<file path="src/rtl/pld_pkg.sv">
// Purpose: constants for the pulse-count LED dimmer
// Assumes: mclk at 50 MHz
// Notes: times kept in ns, counts derived from the clock period
package pld_pkg;
    localparam int CLK_PERIOD_NS = 20;
    // deglitch: pulses shorter than this are rejected
    localparam int GLITCH_NS = 200;
    localparam int GLITCH_CYC = GLITCH_NS / CLK_PERIOD_NS;
    // shutdown delay: beyond the 500 us longest low phase
    localparam int SHUT_NS = 800000;
    localparam int SHUT_CYC = SHUT_NS / CLK_PERIOD_NS;
    localparam int CODE_W = 4;
    localparam int CHAN_N = 4;
    localparam logic [3:0] CODE_FULL = 4'h0;
    localparam logic [3:0] CODE_RESET = 4'h0;
    typedef enum logic [1:0] {ST_OFF, ST_ON, ST_LOW} pld_state_type;
endpackage : pld_pkg

</file>
<file path="src/rtl/pld_deglitch.sv">
// Purpose: deglitch filter for the dim control input
// Assumes: input synchronous to mclk
// Notes: output follows input only after a stable run of CYC cycles
`timescale 1ns/1ns
`default_nettype none
module pld_deglitch #(
    parameter int CYC = 10
) (
    input wire logic mclk,
    input wire logic rst_n,
    input wire logic rawIn,
    output logic cleanOut
);
    logic [15:0] cnt_r;
    logic [15:0] cnt_nxt;
    logic clean_r;
    logic clean_nxt;

    always_comb
    begin
        cnt_nxt = 16'h0000;
        clean_nxt = clean_r;
        if (rawIn != clean_r)
        begin
            cnt_nxt = cnt_r + 16'h0001;
            if (cnt_r == 16'(CYC - 1))
            begin
                clean_nxt = rawIn;
                cnt_nxt = 16'h0000;
            end
        end
    end

    always_ff @(posedge mclk or negedge rst_n)
    begin
        if (!rst_n)
        begin
            cnt_r <= 16'h0000;
            clean_r <= 1'b0;
        end
        else
        begin
            cnt_r <= cnt_nxt;
            clean_r <= clean_nxt;
        end
    end

    assign cleanOut = clean_r;
endmodule : pld_deglitch
`default_nettype wire

</file>
<file path="src/rtl/pld_dimmer.sv">
// Purpose: pulse-counting brightness control for a 4-channel LED sink
// Assumes: dimIn, tempHigh and tempLow synchronous to mclk
// Notes: levelCode 0 = 20 mA, each step 1.25 mA lower, 15 = 1.25 mA
// Notes: tempHigh and tempLow come from external hysteresis comparators
//
// Operation
// - Device works while dim input is high; a low longer than the shutdown delay disables it.
// - One 4-bit code sets sixteen current levels for all four channels.
// - First rising edge gives 20 mA; each further edge lowers 1.25 mA, and from 1.25 mA wraps to 20 mA.
// - Selected current stays constant, unmodulated, while input high.
// - Filter input so short spikes are neither edges nor enable.
// - Over-temperature above 145 C cuts outputs; restored below 125 C.
`timescale 1ns/1ns
`default_nettype none
module pld_dimmer
    import pld_pkg::*;
#(
    parameter int SHUT_COUNT = SHUT_CYC,
    parameter int GLITCH_COUNT = GLITCH_CYC
) (
    input wire logic mclk,
    input wire logic rst_n,
    input wire logic dimIn,
    input wire logic tempHigh,
    input wire logic tempLow,
    output logic [pld_pkg::CODE_W-1:0] levelCode,
    output logic [pld_pkg::CHAN_N-1:0] chanEnable,
    output logic thermalOff,
    output logic active
);
    import pld_pkg::*;

    // ****************************************
    // input filter
    // ****************************************
    logic dimClean;

    pld_deglitch #(
        .CYC(GLITCH_COUNT)
    ) uFilter (
        .mclk(mclk),
        .rst_n(rst_n),
        .rawIn(dimIn),
        .cleanOut(dimClean)
    );

    // ****************************************
    // step state
    // ****************************************
    pld_state_type state_r;
    pld_state_type state_nxt;
    logic [CODE_W-1:0] code_r;
    logic [CODE_W-1:0] code_nxt;
    logic [22:0] low_r;
    logic [22:0] low_nxt;
    logic lowDone;
    logic stepRise;
    logic hot_r;
    logic hot_nxt;
    logic [CHAN_N-1:0] en_r;
    logic [CHAN_N-1:0] en_nxt;

    always_comb
    begin
        state_nxt = state_r;
        stepRise = 1'b0;
        case (state_r)
            ST_OFF:
            begin
                if (dimClean)
                begin
                    state_nxt = ST_ON;
                end
            end
            ST_ON:
            begin
                if (!dimClean)
                begin
                    state_nxt = ST_LOW;
                end
            end
            ST_LOW:
            begin
                if (dimClean)
                begin
                    state_nxt = ST_ON;
                    stepRise = 1'b1;
                end
                else if (lowDone)
                begin
                    state_nxt = ST_OFF;
                end
            end
            default:
            begin
                state_nxt = ST_OFF;
            end
        endcase
    end

    always_ff @(posedge mclk or negedge rst_n)
    begin
        if (!rst_n)
        begin
            state_r <= ST_OFF;
        end
        else
        begin
            state_r <= state_nxt;
        end
    end

    // ****************************************
    // shutdown timer
    // ****************************************
    // runs only in a low phase, so every new low starts from zero
    always_comb
    begin
        low_nxt = 23'h000000;
        lowDone = 1'b0;
        if (state_r == ST_LOW)
        begin
            low_nxt = low_r + 23'h000001;
            if (low_r == 23'(SHUT_COUNT - 1))
            begin
                lowDone = 1'b1;
            end
        end
    end

    always_ff @(posedge mclk or negedge rst_n)
    begin
        if (!rst_n)
        begin
            low_r <= 23'h000000;
        end
        else
        begin
            low_r <= low_nxt;
        end
    end

    // ****************************************
    // brightness code
    // ****************************************
    // 4-bit add rolls 15 over to 0: the wrap back to full current
    always_comb
    begin
        code_nxt = code_r;
        if (state_nxt == ST_OFF)
        begin
            code_nxt = CODE_RESET;
        end
        else if (state_r == ST_OFF)
        begin
            code_nxt = CODE_FULL;
        end
        else if (stepRise)
        begin
            code_nxt = code_r + 4'h1;
        end
    end

    always_ff @(posedge mclk or negedge rst_n)
    begin
        if (!rst_n)
        begin
            code_r <= CODE_RESET;
        end
        else
        begin
            code_r <= code_nxt;
        end
    end

    // ****************************************
    // thermal hysteresis
    // ****************************************
    // a hot reading wins over a cool one in the same cycle
    always_comb
    begin
        hot_nxt = hot_r;
        if (tempHigh)
        begin
            hot_nxt = 1'b1;
        end
        else if (tempLow)
        begin
            hot_nxt = 1'b0;
        end
    end

    always_ff @(posedge mclk or negedge rst_n)
    begin
        if (!rst_n)
        begin
            hot_r <= 1'b0;
        end
        else
        begin
            hot_r <= hot_nxt;
        end
    end

    // ****************************************
    // channel enables
    // ****************************************
    // held through low phases: no modulation while high
    always_comb
    begin
        en_nxt = {CHAN_N{1'b0}};
        if (state_nxt != ST_OFF && !hot_nxt)
        begin
            en_nxt = {CHAN_N{1'b1}};
        end
    end

    always_ff @(posedge mclk or negedge rst_n)
    begin
        if (!rst_n)
        begin
            en_r <= {CHAN_N{1'b0}};
        end
        else
        begin
            en_r <= en_nxt;
        end
    end

    assign levelCode = code_r;
    assign chanEnable = en_r;
    assign thermalOff = hot_r;
    assign active = (state_r != ST_OFF);
endmodule : pld_dimmer
`default_nettype wire

</file>
<file path="config.mk">
export PLATFORM = sky130hd
export DESIGN_NAME = pld_dimmer
export DESIGN_NICKNAME = d
export VERILOG_FILES = /design/src/rtl/pld_pkg.sv /design/src/rtl/pld_deglitch.sv /design/src/rtl/pld_dimmer.sv
export SDC_FILE = /design/constraint.sdc
export NUM_CORES = 1
export LEC_CHECK = 0
export BUFFER_PORTS_ARGS = -buffer_cell sky130_fd_sc_hd__buf_2
export CORE_ASPECT_RATIO = 0.6
export CORE_MARGIN = 2
export CORE_UTILIZATION = 60
export CTS_CLUSTER_SIZE = 25
export DETAILED_ROUTE_END_ITERATION = 7
export PLACE_DENSITY = 0.9
export SLEW_MARGIN = 20
export SYNTH_ARGS = -nofsm -noshare
export SYNTH_HDL_FRONTEND = slang
export SYNTH_SLANG_ARGS = --single-unit
</file>
<file path="constraint.sdc">
create_clock -name mclk -period 2.1 [get_ports mclk]
set_input_delay 0.315 -clock mclk [delete_from_list [all_inputs] [get_ports mclk]]
set_output_delay 0.315 -clock mclk [all_outputs]
set_load 0.02 [all_outputs]
</file>
After elaboration in Yosys (flattened, before gate mapping)
Index checks and enable logic that the tools add are counted.
Widths: inputs -> output; s select.
{ "classes": {"addsub": 3, "n_mul": 0, "div": 0, "magnitude_cmp": 0, "n_eq_ne": 5, "shift": 0, "n_mux": 18, "bitwise": 0, "reduce_logical": 8} }
{ "ops": {"columns": ["op", "n"], "rows": [
  ["$mux 16", 2],
  ["$add 23x1->23 const B", 1],
  ["$eq 23x16->1 const B", 1],
  ["$mux 23", 1],
  ["$add 16x1->16 const B", 1],
  ["$eq 16x4->1 const B", 1],
  ["$mux 4", 4],
  ["$mux 2", 4],
  ["$mux 1", 6],
  ["$pmux 2 s3", 1],
  ["$add 4x1->4 const B", 1],
  ["$logic_not 2->1", 2],
  ["$reduce_bool 2->1", 2],
  ["$reduce_bool 3->1", 1],
  ["$eq 2x1->1 const B", 1],
  ["$eq 2x2->1 const B", 1],
  ["$reduce_and 2->1", 1],
  ["$logic_and 1x1->1", 1],
  ["$logic_not 1->1", 1],
  ["$ne 1x1->1", 1]
]} }
{ "totals": {"register_bits": 51, "latch_bits": 0, "ramBits": 0, "mem_bits_ro": 0, "out_inout_bits": 10, "word_cells": 41, "mem_count": 0} }

Longest topological paths before layout
Gate-level depths: netlist (run 1).
{ "depth": {"word_depth": 9, "mapped_depth": 7, "depth_no_buf": 6} }

Hierarchy
Synthesis (run 1) repeated with hierarchy kept, for this count alone.
{ "unflattened": {"cells_unflattened": 246, "area_unflattened_um2": 2438.6} }
{ "modules_own_cells": {"columns": ["mod", "instances", "cells_per_inst", "area_per_inst_um2", "seq_area_each_um2"], "rows": [
  ["pld_dimmer", 1, 162, 1571.5, 775.7],
  ["pld_deglitch", 1, 84, 867.1, 425.4]
]} }

Worst setup path before layout (run 1)
No wires, ideal clock.
{ "synth_timing": {"path_kind": "register to register", "start": "register low_r[0]", "end": "register low_r[22]", "setup_ns": 0.077, "t_arrival_ns": 1.796, "required_ns": 2.023, "slack_ns": 0.227, "stages_incl_launch_ff": 7, "n_path_buf": 1, "period_less_slack_ns": 1.873, "cell_sequence": "dfrtp_1 > ha_1 > nand3_1 > or4_1 > buf_2 > or4_1 > a21oi_1"} }
{ "synth_between": {"elab_chain_len": 2} }
{ "synth_rtl": {"columns": ["item", "line_no", "source"], "rows": [
  ["from (decl)", "pld_dimmer.sv:54", "logic [22:0] low_r;"],
  ["from (signal assigned)", "pld_dimmer.sv:139", "low_r <= low_nxt;"],
  ["$add 23x1->23", "pld_dimmer.sv:123", "low_nxt = low_r + 23'h000001;"],
  ["$mux 23", "pld_dimmer.sv:121", "if (state_r == ST_LOW)"],
  ["named net low_nxt[22]", "pld_dimmer.sv:55", "logic [22:0] low_nxt;"]
]} }
The timed path passes the listed nets, and every way through them passes these cells.
A chain may end at the register's enable or synchronous reset.

Worst setup path after layout (run 1)
{ "layout_timing": {"start": "register low_r[8]", "end": "register code_r[2], in the netlist levelCode[2]"} }
{ "layout_between": {"elab_chain_len": 8, "elab_cells_between_ends": 9, "classes_between": "1 x eq/ne; 6 x mux; 2 x reduce/logical"} }
{ "layout_rtl": {"columns": ["item", "line_no", "source"], "rows": [
  ["$eq 23x16->1 *", "pld_dimmer.sv:124", "if (low_r == 23'(SHUT_COUNT - 1))"],
  ["$mux 1 *", "pld_dimmer.sv:124", null],
  ["$mux 1 *", "pld_dimmer.sv:121", null],
  ["$mux 2 *", "pld_dimmer.sv:89", "else if (lowDone)"],
  ["$mux 2 *", "pld_dimmer.sv:84", "if (dimClean)"],
  ["$pmux 2 s3 *", "pld_dimmer.sv:67", "case (state_r)"],
  ["$logic_not 2->1 *", "pld_dimmer.sv:150", "if (state_nxt == ST_OFF)"],
  ["$reduce_bool 3->1 (no line) or $mux 4 (tied branches)", null, null],
  ["to (signal assigned)", "pld_dimmer.sv:172", "code_r <= code_nxt;"],
  ["to (decl)", "pld_dimmer.sv:52", "logic [CODE_W-1:0] code_r;"]
]} }
Every way passes the cells marked *; elsewhere a longest branch is shown, timed or not.

==> summary.md, run 1 <==
| Metric | Value |
|---|---|
| Outcome | finished clean |
| Post-synthesis mux area share | 0.471% |
| Final std cells w/o fill | 309 |
| Share of the synthesized area in the top cell type | 50.3% |
| DP HPWL | 3340 um |
| Crit path max fanout | 6 |
| Mapped Cells | 246 |
| FMAX | 509 MHz |
| First-pass GRT wire length | 8000 um |
| Synth Area in Simple Gates | 25.7% |
| Number of DRC markers in iteration 0 | 128 |
| Largest cells by area after synthesis | dfrtp_1, xnor2_1, nor2_1 |
| DR pass1 iterations | 4 |
| M1 WL | 2330 um |
| Largest family of logic cells by synthesized area | simple AND/OR/NAND/NOR gates |
| # rows | 17 |
| Fin. Hold Viols | 0 |
| Die height | 52.9 um |
| Yosys warns | 0 |
| Total GRT Usage | 23.8% |
| Post-synth ARST share | 100% |
| Final Setup Violations | 0 |
| Worst-Margin Slew | 0.585 ns |
| Startpoint types | register |
| WL met2 | 2070 um |
| Tightest Hold Check Type | primary input to asynchronous set/reset pin |
| Post-Syn Area | 2390 um2 |
| Inserted Diodes | 0 |
| Leakage | 0.00106 uW |
| Max-Cap Viols | 0 |
| Cells after DPL | 301 |
| Boundary pin count | 15 |
| Mean Syn Cell Area | 9.71 um2 |
| Final Max Tran Viols | 0 |
| Clock net sink count | 48 |
| Area growth syn-to-layout | 9.27% |
| Drc violations | 0 |
| Sequential area share after synthesis | 50.3% |
| RSZ-0062 raised after global routing | no |
| Vias/cell | 5.94 |
| Initial antenna violation count | 0 |
| Post-synthesis xor/xnor area fraction | 11.4% |
| GRT overflow | 0 |
| Root cell of the clock tree | clkbuf_8 |
| Clk slew on worst S/H paths | 0.09 ns |
| Clk buf depth | 2 |
| Hold Buf Count CTS | 0 |
| Proportion of layout cells with a drive suffix above 1 | 12.6% |
| Rel. slew slack | 61.0% |
| R2R Path End | levelCode[2] |
| WL met3 | 283 um |
| Die Width | 85.5 um |
| Drt wl/cell | 15.3 um |
| Highest routed layer | met4 |
| Fin crit period | 1.97 ns |
| CTS Buf Count | 5 |
| Area fraction in compound gates after synthesis | 6.49% |
| Adder-cell share of the synthesized area | 2.09% |
| Hold Worst Slack | 0.0824 ns |
| CTS tree | yes |
| Library cells used by synthesis | 33 |
| ANT nets after route | 0 |
| #FFs+latches synth | 48 |
| Predominant post-synthesis flop cell | dfrtp_1 |
| Initial core utilization | 63.8% |
| Synth cell count leaders | dfrtp_1, nor2_1, xnor2_1, nand2_1, nand3_1 |
| Gp weighted congestion | 0.897 |
| Crit path arrival time | 2.15 ns |
| Core Area | 3740 um2 |
| Post-layout util | 69.8% |
| Final layout net count | 270 |
| R2R depth | 4 |
| Largest net degree at the start of global routing | 49 |
| FF-to-FF setup slack | 0.13 ns |
| Clk_skew | 0.00945 ns |
| Skew-Pair Late Insertion Delay | 0.31 ns |
| Buffers on Ports | 14 |
| H-tree depth | 2 |
| Pwr/cell area | 774 nW/um2 |
| WP data required | 2.28 ns |
| Drt total wl | 4710 um |
| Die area | 4520 um2 |
| Setup crit end kind | register |
| Worst R2R Start | low_r[8] |
| Worst Setup Path Type | register to register |
| Fin crit share | 93.6% |
| Mapped Nets | 255 |
| Vias in the first global route | 1,655 |
| Count leader, synth | dfrtp_1 |
| TNS Setup | 0 ns |
| Post-synth EDFFs | 0 |
| Post-synth top area cell | dfrtp_1 |
| Via count | 1,835 |
| Max IR drop VDD | 531 uV |
report_power, final:
part | switching (uW) | internal [uW] | leakage (uW)
clock | 306 | 354 | 0.0000552
combinational | 198 | 109 | 0.000350
sequential | 79.8 | 976 | 0.000656
total | 584 | 1440 | 0.00106
metrics by stage:
| step | power, uW | instance area [um2] | worst slack, ns |
|---|---|---|---|
| after CTS | 2030 | 2610 | 0.0996 |
| after floorplan | 1280 | 2390 | 0.227 |
| after detailed placement | 1380 | 2500 | 0.124 |
| after global routing | 2110 | 2610 | 0.0342 |
| after global placement | 1370 | 2500 | 0.206 |
| final | 2020 | 2610 | 0.135 |
layout by cell type, fill, tap and decap left out:
master      n
inv_1       9
or4_2       1
xor2_1      7
nand2b_1    5
nor2b_1     2
nand2_1    12
and2_1      2
or3_1       6
o21ai_0    11
ha_1        4
nor4b_1     2
xnor2_1    24
nand4_4     1
bufinv_16   1
clkbuf_1    1
buf_4       5
clkinv_2    1
dfrtp_2     1
o31ai_1     1
or4b_2      1
dfrtp_1    47
a21oi_1    10
clkbuf_8    5
mux2_2      1
nor3_1     11
nand3_1    12
a21o_1      1
nor4_1      9
a32oi_1     3
or2_2       1
buf_2      14
nand4_1     9
or4_1       4
a31o_2      1
and4_1      2
nor2_1     34
nor3b_1     1
state kept, by name, summed over array words and instances, names as in the netlist:
name and count:
low_r 23, uFilter.cnt_r 16, levelCode 4, state_r 2, chanEnable 1, thermalOff 1
uFilter.cleanOut 1
layer usage:
| metal | track usage (%) | vias to the layer above |
|---|---|---|
| met5 | 0 | - |
| met4 | 9.26 | 0 |
| met3 | 5.46 | 5 |
| met2 | 35.3 | 50 |
| met1 | 34.4 | 891 |
| li1 | - | 889 |
critical path, stage by stage (launching register included):
cell and delay (ns):
dfrtp_1 0.44, or4_2 0.67, nor3_1 0.32, a31o_2 0.28, o21ai_0 0.12
worst max-delay path by stage:
stage / slack (ns) / start / cells after the start / to
6_report: 0.13 / low_r[8] / 4 / levelCode[2]
3_5_place_dp: 0.12 / low_r[6] / 4 / low_r[22]
2_1_floorplan: 0.23 / low_r[0] / 6 / low_r[22]
5_1_grt: 0.03 / low_r[7] / 4 / low_r[22]
3_3_place_gp: 0.21 / low_r[6] / 4 / low_r[22]
4_1_cts: 0.1 / low_r[6] / 4 / low_r[22]
cell families after synthesis:
group / Yosys count
simple gates: 115
flops: 48
xor+xnor: 31
compound gates: 27
buf+inv: 20
fa+ha+maj: 4
mux: 1
cell type report:
cell class              instances  area, um2
clock buffers                   6       72.6
clock inverters                 2       35.0
fillers                       275       1130
inverters                       9       33.8
multi-input cells             178       1100
flip-flops and latches         48       1200
well taps                      47       58.8
repair buffers                 19        108
timing repair:
action                                 CTS  global route
endpoints found under the hold margin    0             0
setup endpoints to repair                0             1
setup buffers                            0             0
gates resized for setup                  0             1
Note: power is estimated with default switching activity, not from simulation.
==> run 2: changes to the inputs <==
- CORE_UTILIZATION: 60 -> 40
- MAX_ROUTING_LAYER: default -> met4
- PLACE_DENSITY: 0.9 -> 0.67
==> run 2 against run 1 <==
  * Register-to-register slack lost 0.03 ns
  * Final cell count is 11% higher
  * Largest cell class unchanged
  * Count of clock-buffer cells in the layout is the same
==> summary.md, run 2 (synthesis results as in run 1) <==
| Metric | Value |
|---|---|
| Start point of the critical path | low_r[6] |
| WP data required | 2.31 ns |
| Buffers on Ports | 14 |
| Pwr/cell area | 730 nW/um2 |
| Skew-Pair Late Insertion Delay | 0.29 ns |
| Final Max Tran Viols | 0 |
| FF-to-FF setup slack | 0.10 ns |
| Commonest non-fill, non-tap cell in the layout | dfrtp_1 |
| Clk slew on worst S/H paths | 0.08 ns |
| DR pass1 iterations | 4 |
| Drt total wl | 4640 um |
| Final std cells w/o fill | 344 |
| CP most frequent cell | or4_1 |
| Via count | 1,789 |
| ANT nets after route | 0 |
| Vias/cell | 5.20 |
| Number of DRC markers in iteration 0 | 99 |
| Initial antenna violation count | 0 |
| CP cell instances | nand4_4 -> or4_1 -> or4_1 -> a21oi_1 |
| Largest net degree at the start of global routing | 23 |
| Largest Register | low_r |
| Startpoint types | register |
| Total GRT Usage | 15.8% |
| GRT overflow | 0 |
| CTS tree | yes |
| PostCTS Resize Cnt | 0 |
| Area growth syn-to-layout | 11.2% |
| Drt wl/cell | 13.5 um |
| First-pass GRT wire length | 8060 um |
| Tightest Hold Check Type | primary input to register |
| CTS Buf Count | 5 |
| Worst-Margin Slew | 0.429 ns |
| Initial core utilization | 42.1% |
| Crit path arrival time | 2.21 ns |
| Most frequent cells in the layout | dfrtp_1, nor2_1, xnor2_1 |
| WP buf/inv | 0 |
| Fin crit period | 2.00 ns |
| Setup crit end kind | register |
| Rel. slew slack | 71.1% |
| Setup Buffers After CTS | 0 |
| Clock net sink count | 48 |
| Slowest-stage cell, CP | or4_1 |
| Drc violations | 0 |
| FMAX | 500 MHz |
| Fin. Hold Viols | 0 |
| Final layout net count | 272 |
| Die height | 63.9 um |
| Cells after DPL | 335 |
| Crit. path cell count | 4 |
| Worst setup endpoint | low_r[22] |
| Die Width | 104 um |
| Root cell of the clock tree | clkbuf_8 |
| Gp weighted congestion | 0.854 |
| Hold Buf Count CTS | 1 |
| Clk_skew | 0.0116 ns |
| R2R depth | 4 |
| Max IR drop VDD | 404 uV |
| Vias in the first global route | 1,675 |
| DP HPWL | 3420 um |
| HP Start | tempHigh |
| Worst Setup Path Type | register to register |
| Clk buf depth | 2 |
| CP peak stage delay | 0.69 ns |
| Die area | 6630 um2 |
| # rows | 21 |
| RSZ-0062 raised after global routing | no |
| Core Area | 5680 um2 |
| Fin crit share | 95.2% |
| Final Setup Violations | 0 |
| TNS Setup | 0 ns |
| Crit path max fanout | 8 |
| Leakage | 0.00107 uW |
| Inserted Diodes | 0 |
| Outcome | finished clean |
| R2R Path End | low_r[22] |
| Max reg flops | 23 |
| CP top delay family | simple AND/OR/NAND/NOR gates |
| Boundary pin count | 15 |
| Worst R2R Start | low_r[6] |
| H-tree depth | 2 |
| Proportion of layout cells with a drive suffix above 1 | 12.9% |
| Max-Cap Viols | 0 |
-- run 2: layout make-up --
| cell class | instances | area (um2) |
|---|---|---|
| Clock inverter | 2 | 13.8 |
| Sequential cell | 48 | 1200 |
| Tap cell | 80 | 100 |
| Timing Repair Buffer | 21 | 125 |
| Fill cell | 536 | 3020 |
| Multi-Input combinational cell | 178 | 1100 |
| Inverter | 9 | 33.8 |
| Clock buffer | 6 | 82.6 |
-- run 2: power breakdown --
part           switching [uW]  leakage [uW]  internal, uW
clock network             304     0.0000516           270
logic                     200      0.000359           110
registers                79.8      0.000658           976
-- run 2: layer usage --
metal	GRT usage (%)	routed length [um]
met5	-	0
met4	3.72	35
met3	3.98	192
met2	20.6	1830
met1	24.1	2590
-- run 2: how the worst min path moves through the flow --
stage                                to  depth (start not counted)
after global routing         thermalOff                          2
final                        thermalOff                          2
after CTS                    thermalOff                          2
after detailed placement      low_r[18]                          1
after global placement        low_r[18]                          1
after floorplan           chanEnable[2]                          0
-- run 2: per-stage QoR --
stage | util (%) | hold slack, ns | power [uW] | worst slack, ns | cell area, um2
floorplan | - | 0.0194 | 1280 | 0.227 | 2390
global placement | 45.0 | 0.265 | 1380 | 0.194 | 2550
detailed placement | 45.0 | 0.267 | 1390 | 0.134 | 2550
CTS | 46.8 | 0.256 | 1970 | 0.111 | 2660
global route | 46.8 | 0.272 | 2070 | 0.0499 | 2660
finish | 46.8 | 0.255 | 1940 | 0.100 | 2660
==> run 3: changes to the inputs <==
- CELL_PAD_IN_SITES_DETAIL_PLACEMENT: default -> 1
- CELL_PAD_IN_SITES_GLOBAL_PLACEMENT: default -> 1
- PLACE_DENSITY: 0.67 -> 0.8
==> run 3 against run 2 <==
  * Combinational power grew 3%
  * Sequential cell count is the same
  * Via count grew 3.5%
  * Maximum frequency grew 0.73%
  * Critical path type unchanged
  * Register-to-register slack is essentially flat
  * Largest power group unchanged
  * Highest routed layer unchanged
  * Hold slack lost 0.034 ns
  * Critical path depth is the same
  * Core utilization grew 0.35 points
  * Count of clock-buffer cells in the layout grew 1
  * Sequential power is essentially flat
==> summary.md, run 3 (synthesis results as in run 1) <==
| Metric | Value |
|---|---|
| Outcome | finished clean |
| Drc violations | 0 |
| Layout fillers | 696 |
| Worst R2R Start | low_r[6] |
| DR pass1 iterations | 4 |
| Buffers on Ports | 14 |
| Crit path max fanout | 8 |
| R2R depth | 4 |
| M2 GR Usage | 28.0% |
| Clk_skew | 0.00671 ns |
| Max reg flops | 23 |
| Largest Register | low_r |
| R2R Path End | low_r[22] |
| Clock net sink count | 48 |
| Multi-input logic area | 1100 um2 |
| Root cell of the clock tree | clkbuf_8 |
| Gr busiest metal | met2 |
| Gp weighted congestion | 0.876 |
| Worst Setup Path Type | register to register |
| ANT nets after route | 0 |
| Placed instance area | 2570 um2 |
| Final std cells w/o fill | 344 |
| WP data required | 2.32 ns |
| Commonest non-fill, non-tap cell in the layout | dfrtp_1 |
| FF-to-FF setup slack | 0.11 ns |
| Pwr/cell area | 735 nW/um2 |
| Sw power | 584 uW |
| DP HPWL | 4060 um |
| Die Width | 104 um |
| CTS Buf Count | 5 |
| Storage element area | 1200 um2 |
| Fin crit period | 1.99 ns |
| PostCTS Resize Cnt | 0 |
| Startpoint types | register |
| WHS Path Cells | 2 |
| Crit path arrival time | 2.21 ns |
| Max IR drop VDD | 395 uV |
| Core Area | 5680 um2 |
| Die area | 6630 um2 |
| Cells after DPL | 336 |
| Via count | 1,852 |
| Int Power | 1380 uW |
| H-tree depth | 2 |
| Proportion of layout cells with a drive suffix above 1 | 12.9% |
| GR Layer Usage met1 | 27.9% |
| TNS Setup | 0 ns |
| Worst-Margin Slew | 0.480 ns |
| Final Max Tran Viols | 0 |
| Clk pwr share | 30.0% |
| WHS Endpoint | thermalOff |
| CTS tree | yes |
| Fin crit share | 94.5% |
| Initial core utilization | 42.1% |
| Skew-Pair Late Insertion Delay | 0.30 ns |
| Clk slew on worst S/H paths | 0.09 ns |
| Area growth syn-to-layout | 12.0% |
| Number of DRC markers in iteration 0 | 119 |
| Leakage | 0.00108 uW |
| GR Util met3 | 4.08% |
| Max-Cap Viols | 0 |
| Final layout net count | 273 |
| Largest net degree at the start of global routing | 30 |
| Initial antenna violation count | 0 |
| Vias in the first global route | 1,958 |
| Combinational Power Share | 16.2% |
| Setup crit end kind | register |
| Total GRT Usage | 19.4% |
| Final Cell Area | 2680 um2 |
| Vias/cell | 5.38 |
| GRT overflow | 0 |
| Seq pwr share | 53.8% |
| FMAX | 504 MHz |
| Switching Fraction | 29.7% |
| Die height | 63.9 um |
| Fin. Hold Viols | 0 |
| Final Setup Violations | 0 |
| # rows | 21 |
| First-pass GRT wire length | 9740 um |
| Most frequent cells in the layout | dfrtp_1, nor2_1, xnor2_1 |
| RSZ-0062 raised after global routing | no |
| Tightest Hold Check Type | primary input to register |
| Clk buf depth | 2 |
| Drt wl/cell | 16.3 um |
| Drt total wl | 5600 um |
| Rel. slew slack | 68.0% |
| HP Start | tempHigh |
| Inserted Diodes | 0 |
| Boundary pin count | 15 |
-- run 3: worst max path at each step --
stage | from | endpoint
floorplan | low_r[0] | low_r[22]
global placement | low_r[18] | levelCode[2]
detailed placement | low_r[6] | low_r[22]
CTS | low_r[6] | low_r[22]
global route | low_r[6] | low_r[22]
finish | low_r[6] | low_r[22]
-- run 3: area by class of cell --
class | instances | share of cell area [%]
Timing Repair Buffer | 22 | 5.42
Sequential cell | 48 | 44.9
Tap cell | 80 | 3.74
Multi-Input combinational cell | 178 | 41.1
Clock buffer | 7 | 3.60
Inverter | 9 | 1.26
-- run 3: what timing repair did --
item | in CTS | in global routing
setup buffers | 0 | 0
hold endpoints to repair | 19 | 0
hold buffers | 1 | 0
-- run 3: power groups by stage --
stage / clock [uW] / combinational (uW) / sequential, uW
floorplan: 0 / 222 / 1060
global placement: 0 / 312 / 1070
detailed placement: 0 / 325 / 1080
CTS: 607 / 328 / 1060
global route: 661 / 363 / 1070
finish: 590 / 319 / 1060
-- run 3: worst max-delay path, cell delays in order (launching register included) --
cell     delay (ns)
dfrtp_1        0.47
nand4_4        0.16
or4_1          0.66
or4_1          0.44
a21oi_1        0.17
-- run 3: per-stage QoR --
step                power (uW)  hold slack [ns]  util, %  setup WS (ns)
floorplan                 1280           0.0194        -          0.227
global placement          1380            0.302     45.3          0.199
detailed placement        1400            0.303     45.3          0.141
CTS                       1990            0.218     47.2          0.122
global route              2100            0.223     47.2        0.00685
finish                    1970            0.220     47.2          0.115
-- run 3: layer usage --
metal	wire length [um]	part of all wire (%)	up-vias
li1	-	-	894
met1	2910	52	928
met2	2460	44	21
met3	167	3.0	9
met4	65	1.2	0
met5	0	0	-
